==> config.mk <==
export PLATFORM = sky130hd
export DESIGN_NAME = msi_status_indications
export DESIGN_NICKNAME = d
export VERILOG_FILES = /design/src/hw/msi_pkg.sv /design/src/hw/msi_status_indications.sv
export SDC_FILE = /design/constraint.sdc
export NUM_CORES = 1
export LEC_CHECK = 0
export ABC_AREA = 1
export BUFFER_PORTS_ARGS = -buffer_cell sky130_fd_sc_hd__buf_4
export CAP_MARGIN = 20
export CORE_UTILIZATION = 52
export CTS_CLUSTER_SIZE = 8
export DETAILED_ROUTE_END_ITERATION = 7
export PLACE_DENSITY = 0.75
export SYNTH_ARGS = -nofsm -noshare
export SYNTH_HDL_FRONTEND = slang
export SYNTH_SLANG_ARGS = --single-unit
==> constraint.sdc <==
create_clock -name clk -period 4.3 [get_ports clk]
set_input_delay 0.215 -clock clk [delete_from_list [all_inputs] [get_ports clk]]
set_output_delay 0.215 -clock clk [all_outputs]
set_load 0.02 [all_outputs]
==> src/hw/msi_pkg.sv <==
// constants, register map and state layout of the module status indication block
package msi_pkg;
   // register byte offsets
   localparam logic [7:0] MSI_CTRL_OFS     = 8'h00;
   localparam logic [7:0] MSI_BAND_OFS     = 8'h04;
   localparam logic [7:0] MSI_PATTERN_OFS  = 8'h08;
   localparam logic [7:0] MSI_PINFUNC_OFS  = 8'h0C;
   localparam logic [7:0] MSI_STATUS_OFS   = 8'h10;
   localparam logic [7:0] MSI_IRQSTAT_OFS  = 8'h14;
   localparam logic [7:0] MSI_IRQMASK_OFS  = 8'h18;
   // control register fields
   localparam int CTRL_BANDSEL_BIT = 0;
   localparam int CTRL_LED_BIT     = 1;
   localparam int CTRL_WAKEIRQ_BIT = 2;
   localparam int CTRL_WAKE_BIT    = 3;
   localparam int CTRL_RING_BIT    = 4;
   // pattern register fields
   localparam int PAT_BAND_LSB     = 8;
   // pin function register fields
   localparam int PF_DIR_LSB       = 4;
   localparam int PF_VAL_LSB       = 8;
   // status register fields
   localparam int ST_CARD_BIT      = 0;
   localparam int ST_RADIO_BIT     = 1;
   localparam int ST_TX_BIT        = 2;
   // interrupt event bits
   localparam int IRQ_INSERT_BIT   = 0;
   localparam int IRQ_REMOVE_BIT   = 1;
   localparam int IRQ_RADIO_BIT    = 2;
   localparam int IRQ_RING_BIT     = 3;
   localparam int IRQ_W            = 4;
   // reset values
   localparam logic [IRQ_W-1:0] IRQ_MASK_RST = 4'h0;
   localparam logic [3:0]       BAND_RST     = 4'h0;
   // timing: pulse width of ring and second pulses
   localparam int CLK_PERIOD_NS  = 20;
   localparam int PULSE_TIME_NS  = 1000;
   localparam int PULSE_CYCLES   = (PULSE_TIME_NS + CLK_PERIOD_NS - 1) / CLK_PERIOD_NS;
   localparam int CNT_W          = 8;
   localparam int LINES          = 4;
   localparam int BANDS          = 16;

   typedef struct packed {
      logic                         band_select_enable;
      logic                         ledOn;
      logic                         wakeOnIrq;
      logic                         hostWake;
      logic [3:0]                   bandIdx;
      logic [BANDS-1:0][LINES-1:0]  bandPat;
      logic [LINES-1:0]             gpioSel;
      logic [LINES-1:0]             gpioDir;
      logic [LINES-1:0]             gpioVal;
      logic [LINES-1:0]             antIn1;
      logic [LINES-1:0]             antIn2;
      logic                         card1;
      logic                         card2;
      logic                         cardPrev;
      logic                         dis1;
      logic                         dis2;
      logic                         disPrev;
      logic [IRQ_W-1:0]             irqStat;
      logic [IRQ_W-1:0]             irqMask;
      logic [CNT_W-1:0]             ringCnt;
      logic [CNT_W-1:0]             syncCnt;
      logic [LINES-1:0]             antOut;
      logic [LINES-1:0]             antOe;
      logic                         txOut;
      logic                         safeOut;
      logic [31:0]                  rdData;
      logic                         rdErr;
   } msi_state_s;
endpackage

==> src/hw/msi_status_indications.sv <==
// status and indication pin logic with its apb register file
//
// Notes on behaviour
// - tuning lines zero to three follow the four-bit pattern of the selected band
// - band tuning only when band select enable is set; rst clears it
// - any tuning line can be switched to a general purpose pin
// - transmit flag high while the radio transmits, low otherwise
// - led line only sinks current, never driven high
// - host wake line driven high on a wake-worthy event
// - each notifiable event gives one high pulse on the ring line
// - supply removal flag high only when removal is safe
// - card detect is pulled up; high means card present
// - rising card detect is insertion, falling is removal
// - one pulse per satellite second, aligned while fixes are obtained
// - without a fix keep pulsing while time uncertainty is low
// - stop the second pulse once time uncertainty is high
// - radio neither sends nor receives while disable input is low
// - disable input is pulled up so a floating pin means radio on
//
// The address map and the APB interface to the registers were chosen for this implementation.
`timescale 1ns/1ps
module msi_status_indications #(
   parameter int PULSE_LEN = msi_pkg::PULSE_CYCLES
) (
   // clock and reset
   input  wire logic                     clk,
   input  wire logic                     rst,
   // apb slave
   input  wire logic                     psel,
   input  wire logic                     penable,
   input  wire logic                     pwrite,
   input  wire logic [7:0]               paddr,
   input  wire logic [31:0]              pwdata,
   output logic                          pready,
   output logic [31:0]                   prdata,
   output logic                          pslverr,
   output logic                          irq,
   // from the radio, power and satellite cores
   input  wire logic                     txBusy,
   input  wire logic                     supplySafe,
   input  wire logic                     ringEvent,
   input  wire logic                     wakeEvent,
   input  wire logic                     secondTick,
   input  wire logic                     fixValid,
   input  wire logic                     uncertHigh,
   output logic                          radioAllowed,
   // antenna tuning lines, two-way when used as general purpose pins
   input  wire logic [msi_pkg::LINES-1:0] antenna_tune_in,
   output logic [msi_pkg::LINES-1:0]      antenna_tune_out,
   output logic [msi_pkg::LINES-1:0]      antenna_tune_oe,
   // indication pins
   output logic                          tx_activity_out,
   output logic                          radio_led_sink,
   output logic                          radio_led_sink_oe,
   output logic                          host_wake_out,
   output logic                          ring_event_out,
   output logic                          supply_removal_ok,
   output logic                          satellite_second_pulse,
   input  wire logic                     card_present_in,
   input  wire logic                     radio_disable_n_in
);
   import msi_pkg::*;

   localparam logic [CNT_W-1:0] PULSE_LEN_C = CNT_W'(PULSE_LEN);

   msi_state_s cur_r;
   msi_state_s st_nxt;

   logic             setupRd;
   logic             accessWr;
   logic             accessRd;
   logic             mapped;
   logic [IRQ_W-1:0] events;
   logic             ringFire;
   logic             syncFire;
   logic [3:0]       patBand;
   logic [LINES-1:0] selPat;

   // one register decoder for write, read capture and error answer
   function automatic logic regMapped(input logic [7:0] addr);
      case (addr)
         MSI_CTRL_OFS, MSI_BAND_OFS, MSI_PATTERN_OFS, MSI_PINFUNC_OFS,
         MSI_STATUS_OFS, MSI_IRQSTAT_OFS, MSI_IRQMASK_OFS: regMapped = 1'b1;
         default:                                          regMapped = 1'b0;
      endcase
   endfunction

   assign mapped = regMapped(paddr);

   // pattern of the selected band, shared by the line drive, the read and the check
   assign selPat = cur_r.bandPat[cur_r.bandIdx];

   // read data is captured in the setup cycle so prdata comes from a flop
   assign setupRd  = psel && !penable && !pwrite;
   assign accessWr = psel && penable && pwrite && mapped;
   assign accessRd = psel && penable && !pwrite;
   assign patBand  = pwdata[PAT_BAND_LSB +: 4];
   assign ringFire = ringEvent || (accessWr && paddr == MSI_CTRL_OFS && pwdata[CTRL_RING_BIT]);

   // second pulse passes while fixing or while uncertainty is low
   assign syncFire = secondTick && (fixValid || !uncertHigh);

   // edges of the synchronised card detect and disable levels, and the ring event
   always_comb begin
      events = '0;
      events[IRQ_INSERT_BIT] = cur_r.card2 && !cur_r.cardPrev;
      events[IRQ_REMOVE_BIT] = !cur_r.card2 && cur_r.cardPrev;
      events[IRQ_RADIO_BIT]  = cur_r.dis2 != cur_r.disPrev;
      events[IRQ_RING_BIT]   = ringFire;
   end

   // next state of the whole block
   always_comb begin
      st_nxt = cur_r;
      // two-stage synchronisers; stage one feeds only stage two
      st_nxt.card1    = card_present_in;
      st_nxt.card2    = cur_r.card1;
      st_nxt.cardPrev = cur_r.card2;
      st_nxt.dis1     = radio_disable_n_in;
      st_nxt.dis2     = cur_r.dis1;
      st_nxt.disPrev  = cur_r.dis2;
      st_nxt.antIn1   = antenna_tune_in;
      st_nxt.antIn2   = cur_r.antIn1;

      // register writes
      if (accessWr) begin
         unique case (paddr)
            MSI_CTRL_OFS: begin
               // band select enable is held until software clears it
               st_nxt.band_select_enable = pwdata[CTRL_BANDSEL_BIT];
               st_nxt.ledOn     = pwdata[CTRL_LED_BIT];
               st_nxt.wakeOnIrq = pwdata[CTRL_WAKEIRQ_BIT];
               st_nxt.hostWake  = pwdata[CTRL_WAKE_BIT];
            end
            MSI_BAND_OFS:    st_nxt.bandIdx = pwdata[3:0];
            MSI_PATTERN_OFS: st_nxt.bandPat[patBand] = pwdata[LINES-1:0];
            MSI_PINFUNC_OFS: begin
               st_nxt.gpioSel = pwdata[LINES-1:0];
               st_nxt.gpioDir = pwdata[PF_DIR_LSB +: LINES];
               st_nxt.gpioVal = pwdata[PF_VAL_LSB +: LINES];
            end
            MSI_IRQMASK_OFS: st_nxt.irqMask = pwdata[IRQ_W-1:0];
            default: begin
            end
         endcase
      end

      // a wake event raises the wake level until software drops it
      if (wakeEvent) begin
         st_nxt.hostWake = 1'b1;
      end

      // read capture and error flag in the setup cycle
      if (setupRd) begin
         st_nxt.rdData = '0;
         unique case (paddr)
            MSI_CTRL_OFS: begin
               st_nxt.rdData[CTRL_BANDSEL_BIT] = cur_r.band_select_enable;
               st_nxt.rdData[CTRL_LED_BIT]     = cur_r.ledOn;
               st_nxt.rdData[CTRL_WAKEIRQ_BIT] = cur_r.wakeOnIrq;
               st_nxt.rdData[CTRL_WAKE_BIT]    = cur_r.hostWake;
            end
            MSI_BAND_OFS:    st_nxt.rdData[3:0] = cur_r.bandIdx;
            MSI_PATTERN_OFS: st_nxt.rdData[LINES-1:0] = selPat;
            MSI_PINFUNC_OFS: begin
               st_nxt.rdData[LINES-1:0]           = cur_r.gpioSel;
               st_nxt.rdData[PF_DIR_LSB +: LINES] = cur_r.gpioDir;
               st_nxt.rdData[PF_VAL_LSB +: LINES] = cur_r.antIn2;
            end
            MSI_STATUS_OFS: begin
               // high on the card detect means a card is present
               st_nxt.rdData[ST_CARD_BIT]  = cur_r.card2;
               st_nxt.rdData[ST_RADIO_BIT] = cur_r.dis2;
               st_nxt.rdData[ST_TX_BIT]    = cur_r.txOut;
            end
            MSI_IRQSTAT_OFS: st_nxt.rdData[IRQ_W-1:0] = cur_r.irqStat;
            MSI_IRQMASK_OFS: st_nxt.rdData[IRQ_W-1:0] = cur_r.irqMask;
            default: begin
            end
         endcase
         st_nxt.rdErr = !mapped;
      end

      // sticky events; only bits that were read are cleared, a new event wins
      if (accessRd && paddr == MSI_IRQSTAT_OFS) begin
         st_nxt.irqStat = (cur_r.irqStat & ~cur_r.rdData[IRQ_W-1:0]) | events;
      end else begin
         st_nxt.irqStat = cur_r.irqStat | events;
      end

      // ring pulse of fixed width per event; a new event restarts it
      if (ringFire) begin
         st_nxt.ringCnt = PULSE_LEN_C;
      end else if (cur_r.ringCnt != '0) begin
         st_nxt.ringCnt = cur_r.ringCnt - CNT_W'(1);
      end
      // one pulse on each accepted second tick
      // no tick passes once uncertainty is high and no fix exists
      if (syncFire) begin
         st_nxt.syncCnt = PULSE_LEN_C;
      end else if (cur_r.syncCnt != '0) begin
         st_nxt.syncCnt = cur_r.syncCnt - CNT_W'(1);
      end

      // band pattern drives the lines, line n from pattern bit n
      // with band select off the tuning lines are held low
      // lines marked as general purpose follow their own value and direction
      for (int i = 0; i < LINES; i++) begin
         if (cur_r.gpioSel[i]) begin
            st_nxt.antOut[i] = cur_r.gpioVal[i];
            st_nxt.antOe[i]  = cur_r.gpioDir[i];
         end else begin
            st_nxt.antOut[i] = cur_r.band_select_enable && selPat[i];
            st_nxt.antOe[i]  = 1'b1;
         end
      end

      // no transmission reported or allowed while disabled
      st_nxt.txOut   = txBusy && cur_r.dis2;
      // removal flag only when the power core says it is safe
      st_nxt.safeOut = supplySafe;
   end

   // the one state register; rst clears the band patterns and sets the card detect and disable synchroniser levels high
   always_ff @(posedge clk or posedge rst) begin
      if (rst) begin
         cur_r         <= '0;
         cur_r.card1   <= 1'b1;
         cur_r.card2   <= 1'b1;
         cur_r.cardPrev <= 1'b1;
         cur_r.dis1    <= 1'b1;
         cur_r.dis2    <= 1'b1;
         cur_r.disPrev <= 1'b1;
         cur_r.bandIdx <= BAND_RST;
         cur_r.irqMask <= IRQ_MASK_RST;
         cur_r.antOe   <= '1;
      end else begin
         cur_r <= st_nxt;
      end
   end

   // outputs
   assign pready   = psel && penable;
   assign prdata   = cur_r.rdData;
   assign pslverr  = psel && penable && cur_r.rdErr && !pwrite ? 1'b1 : (psel && penable && pwrite && !mapped);
   assign irq      = |(cur_r.irqStat & cur_r.irqMask);
   // a floating disable pin reads high through the pad pull-up, radio on
   assign radioAllowed          = cur_r.dis2;
   assign antenna_tune_out      = cur_r.antOut;
   assign antenna_tune_oe       = cur_r.antOe;
   assign tx_activity_out       = cur_r.txOut;
   // open drain: the line is only ever pulled low
   assign radio_led_sink        = 1'b0;
   assign radio_led_sink_oe     = cur_r.ledOn;
   // wake follows the level or, when chosen, the interrupt
   assign host_wake_out         = cur_r.hostWake || (cur_r.wakeOnIrq && irq);
   assign ring_event_out        = cur_r.ringCnt != '0;
   assign supply_removal_ok     = cur_r.safeOut;
   assign satellite_second_pulse = cur_r.syncCnt != '0;

   a_led_no_high: assert property (@(posedge clk) disable iff (rst) !radio_led_sink)
      else $error("led line driven high");

   // ring pulse stays high for at least two cycles once it rises
   a_ring_pulse_width: assert property (@(posedge clk) disable iff (rst)
      $rose(ring_event_out) |-> ring_event_out [*2] )
      else $error("ring pulse too short");

   // no second pulse starts while uncertain without fix
   a_sync_stop_uncertain: assert property (@(posedge clk) disable iff (rst)
      (secondTick && uncertHigh && !fixValid && !satellite_second_pulse) |=> !satellite_second_pulse)
      else $error("second pulse while uncertain");

   // tick with a valid fix gives a pulse next cycle
   a_sync_on_tick: assert property (@(posedge clk) disable iff (rst)
      (secondTick && fixValid) |=> satellite_second_pulse)
      else $error("second pulse missing");

   // transmit flag low within three cycles of a held disable
   a_tx_gated_disable: assert property (@(posedge clk) disable iff (rst)
      (!radio_disable_n_in) [*3] |=> !tx_activity_out)
      else $error("transmit while disabled");

   // card insertion sets its flag within four cycles
   a_card_insert_flag: assert property (@(posedge clk) disable iff (rst)
      $rose(card_present_in) ##1 card_present_in [*3] |=> cur_r.irqStat[IRQ_INSERT_BIT])
      else $error("card insertion not flagged");

   // tuning lines stay low while band select is off
   a_band_off_low: assert property (@(posedge clk) disable iff (rst)
      (!cur_r.band_select_enable && !$past(cur_r.band_select_enable) && cur_r.gpioSel == '0 && $past(cur_r.gpioSel) == '0)
      |-> antenna_tune_out == '0)
      else $error("tuning line active without band select");

   // enabled lines match the selected pattern one cycle later
   a_band_pattern_out: assert property (@(posedge clk) disable iff (rst)
      (cur_r.band_select_enable && cur_r.gpioSel == '0) |=> antenna_tune_out == $past(selPat))
      else $error("tuning lines differ from pattern");

   // removal flag tracks the power core by one cycle
   a_safe_follow: assert property (@(posedge clk) disable iff (rst)
      supply_removal_ok == $past(supplySafe))
      else $error("removal flag wrong");

   // transmit flag is the busy level gated by the synced disable, one cycle late
   a_tx_follow: assert property (@(posedge clk) disable iff (rst)
      tx_activity_out == ($past(txBusy) && $past(radioAllowed)))
      else $error("transmit flag wrong");

   // synced disable level blocks the radio within three cycles
   a_radio_gated: assert property (@(posedge clk) disable iff (rst)
      (!radio_disable_n_in) [*3] |=> !radioAllowed)
      else $error("radio still allowed while disabled");

   // card removal sets its flag within four cycles
   a_card_remove_flag: assert property (@(posedge clk) disable iff (rst)
      $fell(card_present_in) ##1 !card_present_in [*3] |=> cur_r.irqStat[IRQ_REMOVE_BIT])
      else $error("card removal not flagged");

   // an event sets its sticky bit even when a clearing read lands on it
   a_event_set_wins: assert property (@(posedge clk) disable iff (rst)
      (|events) |=> ((cur_r.irqStat & $past(events)) == $past(events)))
      else $error("event lost against read clear");

   // a wake event raises the host wake line on the next cycle
   a_wake_on_event: assert property (@(posedge clk) disable iff (rst)
      wakeEvent |=> host_wake_out)
      else $error("host wake missing");

   // a general purpose line drives only when its direction bit asks for it
   a_gpio_dir_follow: assert property (@(posedge clk) disable iff (rst)
      ((antenna_tune_oe ^ $past(cur_r.gpioDir)) & $past(cur_r.gpioSel)) == '0)
      else $error("general purpose direction wrong");

   // second pulse lasts at least two cycles, like the ring pulse
   a_sync_width: assert property (@(posedge clk) disable iff (rst)
      $rose(satellite_second_pulse) |-> satellite_second_pulse [*2])
      else $error("second pulse too short");

   // width counters never hold more than the configured length
   a_pulse_count_max: assert property (@(posedge clk) disable iff (rst)
      (cur_r.ringCnt <= PULSE_LEN_C) && (cur_r.syncCnt <= PULSE_LEN_C))
      else $error("pulse counter beyond width");

endmodule

Word-level counts from Yosys, hierarchy flattened --
Index checks and enable logic that the tools add are counted.
Storage, ports and cells: flip-flop bits (word level) 145, input bits 58, output and inout port bits 51, logic and storage cells 134
Operators by class: add/subtract/negate cells 2, magnitude comparators 3, eq/ne operators 7, mux-type cells 29, bitwise gates (word level) 5, reduce and logical (&&, ||, !) cells 46
Operators with widths (number):
- $mux 81 | 1
- $bwmux 64 | 1
- $mux 64 | 1
- $mux 8 | 5
- $eq 8x5->1 const B | 3
- $logic_and 1x1->1 | 22
- $pmux 3 s7 | 1
- $bmux 4 s4 | 1
- $demux 4 s4 | 1
- $eq 8x4->1 const B | 2
- $mux 4 | 4
- $reduce_bool 8->1 | 2
- $sub 8x1->8 const B | 2
- $mux 1 | 12
- $mux 12 | 1
- $reduce_and 2->1 | 6
- $lt 4x5->1 const B | 2
- $and 4x4->4 | 2
- $eq 8x3->1 const B | 1
- $logic_not 8->1 | 1
- $or 4x4->4 | 2
- $reduce_bool 2->1 | 4
- $reduce_or 7->1 | 1
- $logic_not 1->1 | 6
- other kinds (6) | 8

Logic depth before layout (Yosys ltp) --
Gate-level depths: netlist (run 1).
depth after elaboration 9, depth in mapped cells 13

Worst setup path before layout (run 1) --
Ideal clock, no wire load.
path kind reg-to-reg, start register cur_r[51] in the netlist's numbering, end register cur_r[54] in the netlist's numbering, setup time 0.123 ns, arrival time 1.443 ns, data required time 4.177 ns, path slack 2.734 ns, cell stages (with the launch flop) 9, path buffers 0, clock period less this slack 1.566 ns, path through dfrtp_1 inv_1 ha_1 nand3_1 nor2_1 nand2_1 nand3_1 xor2_1 nor2_1
Between the ends: elaborated cells between the ends (all ways) 5, those cells by class add/sub (1); mux (2); reduce/logical (2)
RTL lines:
- start: declaration | RTL line msi_status_indications.sv:66 | msi_state_s cur_r;
- start signal: assignment | RTL line msi_status_indications.sv:238 | cur_r <= st_nxt;
- $reduce_bool 8->1
- named net ring_event_out | RTL line msi_status_indications.sv:56 | output logic ring_event_out,
- $reduce_bool 2->1 (no line)
The timed path passes the listed nets, and every way through them passes these cells. The select of a mux whose other input is x is not followed. A chain may end at the register's enable or synchronous reset.

Final worst setup path (run 1) --
start register cur_r[158] in the netlist's numbering, end register cur_r, in the netlist prdata[0]
Between the ends: cells in the longest elaborated chain, start to end 3
RTL lines:
- $bmux 4 s4 | RTL line msi_status_indications.sv:91 | assign selPat = cur_r.bandPat[cur_r.bandIdx];
- $mux 4 (not written as such) | RTL line msi_status_indications.sv:91
- $pmux 3 s7 | RTL line msi_status_indications.sv:156 | unique case (paddr)
Every way passes these cells. The select of a mux whose other input is x is not followed.

==> results of run 1 <==
-- stage by stage --
stage                     std cells  area, um2  worst slack [ns]  power [mW]  hold WS, ns
final                          1199       8550              1.96        3.11       0.0307
after global routing           1199       8550              1.88        3.24       0.0279
after CTS                      1199       8550              2.00        3.14       0.0127
after detailed placement       1158       7870              2.05        1.67        0.299
after global placement         1158       7870              2.06        1.66        0.294
after floorplan                 985       7550             0.207        1.60        0.219
-- layout by cell type, fill, tap and decap left out, drive strengths merged --
| master | instances |
|---|---|
| buf | 75 |
| dlygate4sd3 | 9 |
| a21o | 1 |
| nand2 | 351 |
| a22o | 1 |
| clkinvlp | 1 |
| nand4 | 85 |
| clkbuf | 21 |
| ha | 2 |
| xnor2 | 3 |
| nand3 | 73 |
| conb | 21 |
| dfstp | 10 |
| o21ai | 37 |
| nor2 | 52 |
| clkinv | 7 |
| o211ai | 1 |
| o31ai | 4 |
| nand3b | 1 |
| xor2 | 3 |
| nor3 | 8 |
| dfrtp | 135 |
| bufinv | 2 |
| a21oi | 11 |
| inv | 104 |
| a211oi | 1 |
-- final cells by class --
| class | instances | area [um2] |
|---|---|---|
| sequential | 145 | 3640 |
| clock buffer | 21 | 460 |
| fill | 1229 | 5390 |
| clock inverter | 11 | 130 |
| tap | 180 | 225 |
| timing repair buffer | 84 | 691 |
| multi-input combinational | 655 | 3010 |
| inverter | 103 | 392 |
-- report_power, final --
part           total (mW)  leakage (nW)  internal [mW]  switching (mW)
clock network        1.46         0.288          0.889           0.575
registers            1.43          1.89           1.40          0.0252
logic               0.224          2.26         0.0738           0.150
total                3.11          4.44           2.36           0.750
-- routing by layer --
metal / GRT usage [%] / wire (um) / up-vias
met5: 0 / 0 / -
met4: 12.3 / 435 / 0
met3: 4.54 / 1150 / 34
met2: 42.3 / 8490 / 236
met1: 33.7 / 7830 / 3029
li1: - / - / 3122
-- kinds of logic (layout without fill, tap and decap cells) --
logic type,after synthesis,count (layout),synth area share (%)
xor gates and xnor gates,6,6,0.703
and+or+nand+nor,570,570,34.0
DFF,145,145,48.7
buffers and inverters,185,219,12.2
adders and majority gates,2,2,0.335
AOI/OAI and AO/OA,56,56,4.03
other,1,21,0.0502
-- final timing paths --
check	start	endpoint	cells past startpoint
setup / recovery	cur_r[158]	prdata[0]	9
hold / removal	wakeEvent	cur_r[161]	3
setup reg to reg	cur_r[158]	prdata[0]	9
hold reg to reg	cur_r[79]	cur_r[75]	0
max in group asynchronous	rst	cur_r[58]	4
min in group asynchronous	rst	supply_removal_ok	3
-- worst reg2reg max path, stage by stage (launching register included) --
cell and delay (ns):
dfrtp_1 0.80, inv_1 0.50, nand3_1 0.25, nand3_1 0.14
nand3_1 0.15, nand2_1 0.11, nand2_1 0.08, nand2_1 0.08
nand2_1 0.08, nand2_1 0.05
==> summary.txt, run 1 <==
Status
  • Outcome: complete, no violations

Power and ir drop
  • Power per Cell Area: between 300 and 400 nW/um2
  • P_leak: roughly 4.4 nW
  • Maximum vdd drop: between 0.0002 and 0.0003 V

Floorplan
  • Die height: 122 um
  • IO Pins: 109
  • Die width: ~120 um
  • Placeable core area: around 14,000 um2
  • Site row count: 43
  • Initial core utilization: between 50% and 60%
  • Die footprint: approximately 15,000 um2

CTS
  • Clk Latency, worst-skew pair: 0.42 ns
  • Setup Fix Bufs, Post-CTS: 0
  • Clock slew at reported path FFs: roughly 0.06 ns
  • Post-CTS Resized: 0
  • Num CTS Buffers: 17
  • CTS tree: yes
  • CTS Buffer Depth: 2
  • CTS Root Cell: clkbuf_16
  • Cts hold-fix bufs: 9
  • H-tree depth: 4
  • CTS sink cnt: 145

Detailed routing
  • Vias/cell: 5.36
  • ANT nets after route: 0
  • Avg WL per Cell: about 15 um
  • # DRC: 0
  • WL final: 17.9 mm
  • Iter 0 DRT Violations: 540
  • 1st-pass router iterations: 5
  • Vias: around 6,400

Logic synthesis
  • Post-synth top area cell: dfrtp_1
  • Mean Syn Cell Area: roughly 7.7 um2
  • Synth top cells by count: nand2_1, dfrtp_1, inv_1, nand4_1, nand3_1
  • Register bit total from synthesis: around 150
  • Asr flop ratio synth: between 90% and 100%
  • Distinct cell type count after synthesis: 33
  • Top-area cell type share of the netlist area: a little under half
  • Mapped Area: about 7500 um2
  • Sequential share of the synthesized area: between 40% and 50%
  • Count leader, synth: nand2_1
  • Synth Flop Type: dfrtp_1
  • Cell count after synthesis: just under 1,000
  • Post-synth EDFFs: 0
  • Yosys warning total: 0
  • Synth area leaders: dfrtp_1, nand2_1, nand4_1, inv_1, nand3_1

Setup path
  • Worst Path Arrival: ~2.7 ns
  • Critical path's most frequent cell: nand2_1
  • FF-to-FF setup slack: about 2.0 ns
  • Setup CP Type: flop to flop
  • Highest fanout seen on the critical path: 19
  • Critical-path cell with the highest stage delay: dfrtp_1
  • Critical path's largest stage delay: about 0.80 ns
  • Crit. End Element: flop
  • Worst path cell trace: inv_1, nand3_1, nand3_1, nand3_1, nand2_1, nand2_1, nand2_1, nand2_1, nand2_1
  • Worst path bufs/invs: 1
  • Setup crit start kind: flop
  • Worst path required time: 4.62 ns
  • Top delay family on crit path: simple AND/OR/NAND/NOR gates

Finish
  • Nets: approximately 1,100
  • Post-Route Utilization: about three fifths
  • P&R area growth vs syn: 14.3%
  • Antenna Cells: 0
  • Layout cell share with drive strength beyond 1: between 10% and 20%

Timing
  • Max-slew violations: 0
  • Final period util: a little over half
  • Clk_skew: about 0.0046 ns
  • RSZ-0062 raised after global routing: false
  • Max Fclk: 428 MHz
  • Worst Tran Pin Value: a little over 1 ns
  • Min Tclk post-route: around 2.3 ns
  • Final setup TNS: 0 ns
  • Rel. slew slack: between 30% and 40%
  • Final setup violation count: 0
  • Final hold vios: 0

GRT
  • Tot GR Track Use: between 20% and 30%
  • GRT overflow: 0
  • Initial antenna violation count: 0
  • Vias in the first global route: around 6,100
  • Largest net degree at the start of global routing: 55
  • First-pass GRT wire length: around 30 mm

Placed design
  • RePlAce Congestion: between 0.8 and 0.9
  • Port bufs: 67
  • HPWL Detailed: between 10 and 15 mm

Flow run
  • MaxCap Viol Count: 0

Min path
  • Min-Delay Path Class: primary input to flop
No activity file was read; power rests on OpenSTA's default activity.
==> inputs of run 2 (changes only) <==
==> constraint.sdc (replaced) <==
create_clock -name clk -period 2.1 [get_ports clk]
set_input_delay 0.105 -clock clk [delete_from_list [all_inputs] [get_ports clk]]
set_output_delay 0.105 -clock clk [all_outputs]
set_load 0.02 [all_outputs]
==> summary.txt, run 2 (synthesis results as in run 1) <==
Finish
  • Post-route cell area: 8700 um2 (was 8550 um2)
  • P&R area growth vs syn: 16.4% (was 14.3%)
  • Layout cell share with drive strength beyond 1: 14.2% (was 13.4%)
  • Nets: 1,079 (was 1,066)
  • Most frequent cells in the layout: nand2_1, dfrtp_1, inv_1 (unchanged)
  • Most common cell after layout, fill and taps aside: nand2_1 (unchanged)
  • Antenna Cells: 0 (unchanged)
  • Post-Route Utilization: 62.5% (was 61.3%)

Setup path
  • Worst path cell trace: inv_1, ha_1, nand3_1, nor2_1, nand2_1, buf_4 (was inv_1, nand3_1, nand3_1, nand3_1, nand2_1, nand2_1, nand2_1, nand2_1, nand2_1)
  • Critical path's largest stage delay: 0.38 ns (was 0.80 ns)
  • Highest fanout seen on the critical path: 6 (was 19)
  • Critical-path cell with the highest stage delay: dfrtp_1 (unchanged)
  • Setup crit start kind: flop (unchanged)
  • Worst path required time: 2.00 ns (was 4.62 ns)
  • Top delay family on crit path: simple AND/OR/NAND/NOR gates (unchanged)
  • Setup CP Type: flop to output pin (was flop to flop)
  • Worst path bufs/invs: 2 (was 1)
  • Worst Path Arrival: 1.78 ns (was 2.66 ns)
  • Crit. End Element: output pin (was flop)
  • FF-to-FF setup slack: 0.36 ns (was 1.96 ns)

Floorplan
  • Site row count: 43 (unchanged)
  • Die width: 122 um (unchanged)
  • Die height: 122 um (unchanged)
  • Placeable core area: 13,900 um2 (unchanged)
  • IO Pins: 109 (unchanged)
  • Die footprint: 14,900 um2 (unchanged)
  • Initial core utilization: 53.6% (unchanged)

Detailed routing
  • 1st-pass router iterations: 6 (was 5)
  • ANT nets after route: 0 (unchanged)
  • Vias: 6,464 (was 6,421)
  • # DRC: 0 (unchanged)
  • Iter 0 DRT Violations: 622 (was 540)
  • Avg WL per Cell: 15.2 um (was 14.9 um)
  • Vias/cell: 5.33 (was 5.36)
  • WL final: 18.5 mm (was 17.9 mm)

GRT
  • Vias in the first global route: 5,988 (was 6,130)
  • Tot GR Track Use: 26.2% (was 26.0%)
  • GRT overflow: 0 (unchanged)
  • Largest net degree at the start of global routing: 85 (was 55)
  • Initial antenna violation count: 0 (unchanged)
  • First-pass GRT wire length: 29.9 mm (was 29.8 mm)

Timing
  • RSZ-0062 raised after global routing: false (unchanged)
  • Setup WS post-layout: 0.211 ns (was 1.96 ns)
  • Worst hold margin: -0.00264 ns (was 0.0307 ns)
  • Worst Tran Pin Value: 0.688 ns (was 1.03 ns)
  • Final hold vios: 2 (was 0)
  • Clk_skew: 0.0119 ns (was 0.00462 ns)
  • Final period util: 90.0%
  • Max-slew violations: 0 (unchanged)
  • Rel. slew slack: 54.0% (was 31.3%)
  • Final setup TNS: 0 ns (unchanged)
  • Max Fclk: approximately 530 MHz
  • Final setup violation count: 0 (unchanged)
  • Min Tclk post-route: between 1.5 and 2 ns

CTS
  • CTS sink cnt: 145 (unchanged)
  • Clock slew at reported path FFs: 0.06 ns (about the same)
  • CTS tree: yes (unchanged)
  • Cts hold-fix bufs: 14 (was 9)
  • Clk Latency, worst-skew pair: 0.43 ns (was 0.42 ns)
  • Post-CTS Resized: 0 (unchanged)
  • H-tree depth: 4 (unchanged)
  • Num CTS Buffers: 17 (unchanged)
  • CTS Buffer Depth: 2 (unchanged)
  • CTS Root Cell: clkbuf_16 (unchanged)
  • Setup Fix Bufs, Post-CTS: 0 (unchanged)

Status
  • Violated checks: hold timing
  • Outcome: finished, violations left (was complete, no violations)

Power and ir drop
  • Power per Cell Area: 756 nW/um2 (was 364 nW/um2)
  • Maximum vdd drop: 0.000547 V (was 0.000286 V)
  • P_leak: 4.52 nW (was 4.44 nW)
  • Power Total: 6.58 mW (was 3.11 mW)

Flow run
  • MaxCap Viol Count: 0 (unchanged)

Placed design
  • HPWL Detailed: 12.1 mm (was 11.7 mm)
  • DP Worst Slack: 0.340 ns (was 2.05 ns)
  • Placed Area: 7940 um2 (was 7870 um2)
  • RePlAce Congestion: 0.904 (was 0.890)
  • Port bufs: 67 (unchanged)

Min path
  • Min-Delay Path Class: primary input to flop (unchanged)
run 2: cell count changes in the layout (fill, tap and decap cells not counted), sizes merged:
cell / before / now
buf: 75 / 83
inv: 104 / 105
dlygate4sd3: 9 / 14
clkbuf: 21 / 19
bufinv: 2 / 3
run 2: worst paths after layout:
| check | start | endpoint | cells after the start |
|---|---|---|---|
| worst max-delay path | cur_r[51] | ring_event_out | 6 |
| worst min register to register | cur_r[79] | cur_r[75] | 0 |
| worst max register to register | cur_r[157] | prdata[1] | 11 |
| max in group asynchronous | rst | antenna_tune_oe[0] | 4 |
| min in group asynchronous | rst | async pin | 3 |
| worst min-delay path | secondTick | cur_r[48] | 3 |
run 2: cell type report:
type / instances / area [um2]
fill: 1238 / 5230
inverter: 103 / 390
clock inverter: 13 / 174
multi-input combinational: 655 / 3010
timing repair buffer: 97 / 813
clock buffer: 19 / 453
tap: 180 / 225
sequential: 145 / 3640
run 2: layer usage:
layer | up-vias | global-route usage [%] | routed length, um
met5 | - | 0 | 0
met3 | 34 | 5.24 | 1220
met2 | 228 | 40.7 | 8790
met1 | 3045 | 36.2 | 8090
met4 | 0 | 9.49 | 365
li1 | 3157 | - | -
run 2: where the power goes:
group / internal (mW) / switching [mW] / leakage [nW]
sequential: 2.87 / 0.0519 / 1.89
clock: 1.95 / 1.22 / 0.309
combinational: 0.167 / 0.315 / 2.32
run 2: stage by stage:
step           instances  hold WS [ns]
2_1_floorplan        985         0.109
3_3_place_gp        1166         0.214
3_5_place_dp        1166         0.214
4_1_cts             1212       0.00158
5_1_grt             1212        0.0312
6_report            1212      -0.00264
run 2: worst register-to-register path, cell delays in order, from the launching register on:
cell and delay, ns:
dfrtp_1 0.40, inv_1 0.06, buf_4 0.31, nand2_1 0.11
nand3_1 0.09, nand3_1 0.12, nand3_1 0.16, nand2_1 0.11
nand2_1 0.10, nand2_1 0.07, nand2_1 0.06, nand2_1 0.04
==> inputs of run 3 (changes only) <==
--- a/config.mk
+++ b/config.mk
@@ -8,6 +8,7 @@
 export ABC_AREA = 1
 export BUFFER_PORTS_ARGS = -buffer_cell sky130_fd_sc_hd__buf_4
 export CAP_MARGIN = 20
+export CORE_MARGIN = 10
 export CORE_UTILIZATION = 52
 export CTS_CLUSTER_SIZE = 8
 export DETAILED_ROUTE_END_ITERATION = 7
==> summary.txt, run 3 (synthesis results as in run 1) <==
Min path
  • Min-Delay Path Class: primary input to flop (unchanged)

Detailed routing
  • Vias: 6,611 (was 6,464)
  • 1st-pass router iterations: 5 (was 6)
  • Iter 0 DRT Violations: 680 (was 622)
  • Avg WL per Cell: 16.3 um (was 15.2 um)
  • Vias/cell: 5.43 (was 5.33)
  • WL final: 19.8 mm (was 18.5 mm)
  • # DRC: 0 (unchanged)
  • ANT nets after route: 0 (unchanged)

Placed design
  • Placed cells: 1,170 (was 1,166)
  • Port bufs: 67 (unchanged)
  • RePlAce Congestion: 0.879 (was 0.904)
  • Placed Area: 7980 um2 (was 7940 um2)
  • HPWL Detailed: 13.1 mm (was 12.1 mm)
  • DP Worst Slack: 0.358 ns (was 0.340 ns)

Timing
  • RSZ-0062 raised after global routing: false (unchanged)
  • Final setup violation count: 0 (unchanged)
  • Clk_skew: 0.00541 ns (was 0.0119 ns)
  • Final setup TNS: 0 ns (unchanged)
  • Min Tclk post-route: 1.86 ns (was 1.89 ns)
  • Final period util: 88.6% (was 90.0%)
  • Max Fclk: 537 MHz (was 529 MHz)
  • Rel. slew slack: 50.0% (was 54.0%)
  • Worst Tran Pin Value: 0.748 ns (was 0.688 ns)
  • Final hold vios: 0 (was 2)
  • Setup WS post-layout: 0.239 ns (was 0.211 ns)
  • Max-slew violations: 0 (unchanged)
  • Worst hold margin: 0.0207 ns (was -0.00264 ns)

Floorplan
  • Site row count: 43 (unchanged)
  • Placeable core area: 14,000 um2 (was 13,900 um2)
  • IO Pins: 109 (unchanged)
  • Die height: 140 um (was 122 um)
  • Initial core utilization: 53.4% (was 53.6%)
  • Die footprint: 19,600 um2 (was 14,900 um2)
  • Die width: 140 um (was 122 um)

Setup path
  • Highest fanout seen on the critical path: 6 (unchanged)
  • Worst path required time: 2.00 ns (about the same)
  • Crit. End Element: output pin (unchanged)
  • Setup CP Type: flop to output pin (unchanged)
  • Setup crit start kind: flop (unchanged)
  • Worst Path Arrival: 1.76 ns (was 1.78 ns)

CTS
  • H-tree depth: 4 (unchanged)
  • Post-CTS Resized: 0 (unchanged)
  • CTS Root Cell: clkbuf_16 (unchanged)
  • Clock slew at reported path FFs: 0.06 ns (about the same)
  • Clk Latency, worst-skew pair: 0.43 ns (about the same)
  • CTS Buffer Depth: 2 (unchanged)
  • CTS tree: yes (unchanged)
  • Num CTS Buffers: 17 (unchanged)
  • CTS sink cnt: 145 (unchanged)

GRT
  • First-pass GRT wire length: 32.6 mm (was 29.9 mm)
  • Initial antenna violation count: 0 (unchanged)
  • Vias in the first global route: 6,452 (was 5,988)
  • Tot GR Track Use: 20.0% (was 26.2%)
  • Largest net degree at the start of global routing: 78 (was 85)
  • GRT overflow: 0 (unchanged)

Status
  • Outcome: complete, no violations (was finished, violations left)

Power and ir drop
  • Maximum vdd drop: 0.000634 V (was 0.000547 V)
  • Power per Cell Area: 734 nW/um2 (was 756 nW/um2)
  • P_leak: 4.52 nW (about the same)

Flow run
  • MaxCap Viol Count: 0 (unchanged)

Finish
  • Post-route cell area: 8730 um2 (was 8700 um2)
  • Most frequent cells in the layout: nand2_1, dfrtp_1, inv_1 (unchanged)
  • Nets: 1,085 (was 1,079)
  • Most common cell after layout, fill and taps aside: nand2_1 (unchanged)
  • Final Instance Count excl. Fillers: 1,218 (was 1,212)
  • P&R area growth vs syn: 16.8% (was 16.4%)
  • Layout cell share with drive strength beyond 1: 14.5% (was 14.2%)
  • Antenna Cells: 0 (unchanged)
-- run 3: cell count changes in the layout (fill, tap and decap cells not counted) --
cell / before / now
clkinv_2: 1 / 3
bufinv_16: 3 / 2
clkbuf_1: 0 / 1
clkinv_4: 5 / 3
clkinvlp_4: 1 / 4
buf_12: 4 / 5
dlygate4sd3_1: 14 / 16
buf_4: 79 / 82
inv_6: 4 / 1
-- run 3: final cells by class --
type / instances / area [um2]
inverter: 103 / 390
multi-input combinational: 655 / 3010
clock buffer: 20 / 457
tap: 180 / 225
sequential: 145 / 3640
timing repair buffer: 103 / 876
clock inverter: 12 / 133
fill: 1177 / 5260
-- run 3: per-stage QoR --
stage               util [%]  power (mW)
floorplan                  -        3.28
global placement        57.0        3.42
detailed placement      57.0        3.43
CTS                     62.4        6.43
global route            62.4        6.63
finish                  62.4        6.41
-- run 3: per-layer routing --
layer  vias up  share of wire [%]  track usage [%]
li1       3165                  -                -
met1      3118                 41             24.6
met2       289                 48             32.8
met3        39                7.6             5.92
met4         0                2.4             7.12
met5         -                  0                0
-- run 3: final timing paths --
check / from / end / slack, ns / depth (start not counted)
max: cur_r[51] / ring_event_out / 0.24 / 6
min: secondTick / cur_r[47] / 0.02 / 3
max reg2reg: cur_r[157] / prdata[0] / 0.40 / 11
min reg2reg: cur_r[78] / cur_r[74] / 0.35 / 0
max in group asynchronous: rst / cur_r[52] / 1.02 / 4
min in group asynchronous: rst / cur_r[158] / 0.37 / 3
-- run 3: worst max-delay path, stage by stage, from the launching register on --
cell and delay [ns]:
dfrtp_1 0.38, inv_1 0.11, ha_1 0.23, nand3_1 0.11, nor2_1 0.14, nand2_1 0.16
buf_4 0.20
-- run 3: power breakdown --
group / internal (mW) / switching (mW)
combinational: 0.170 / 0.324
sequential: 2.87 / 0.0531
clock: 1.81 / 1.18
-- run 3: timing repair --
action	4_1_cts	5_1_grt
hold endpoints to repair	43	0
hold buffers	16	0
buffers inserted	0	0
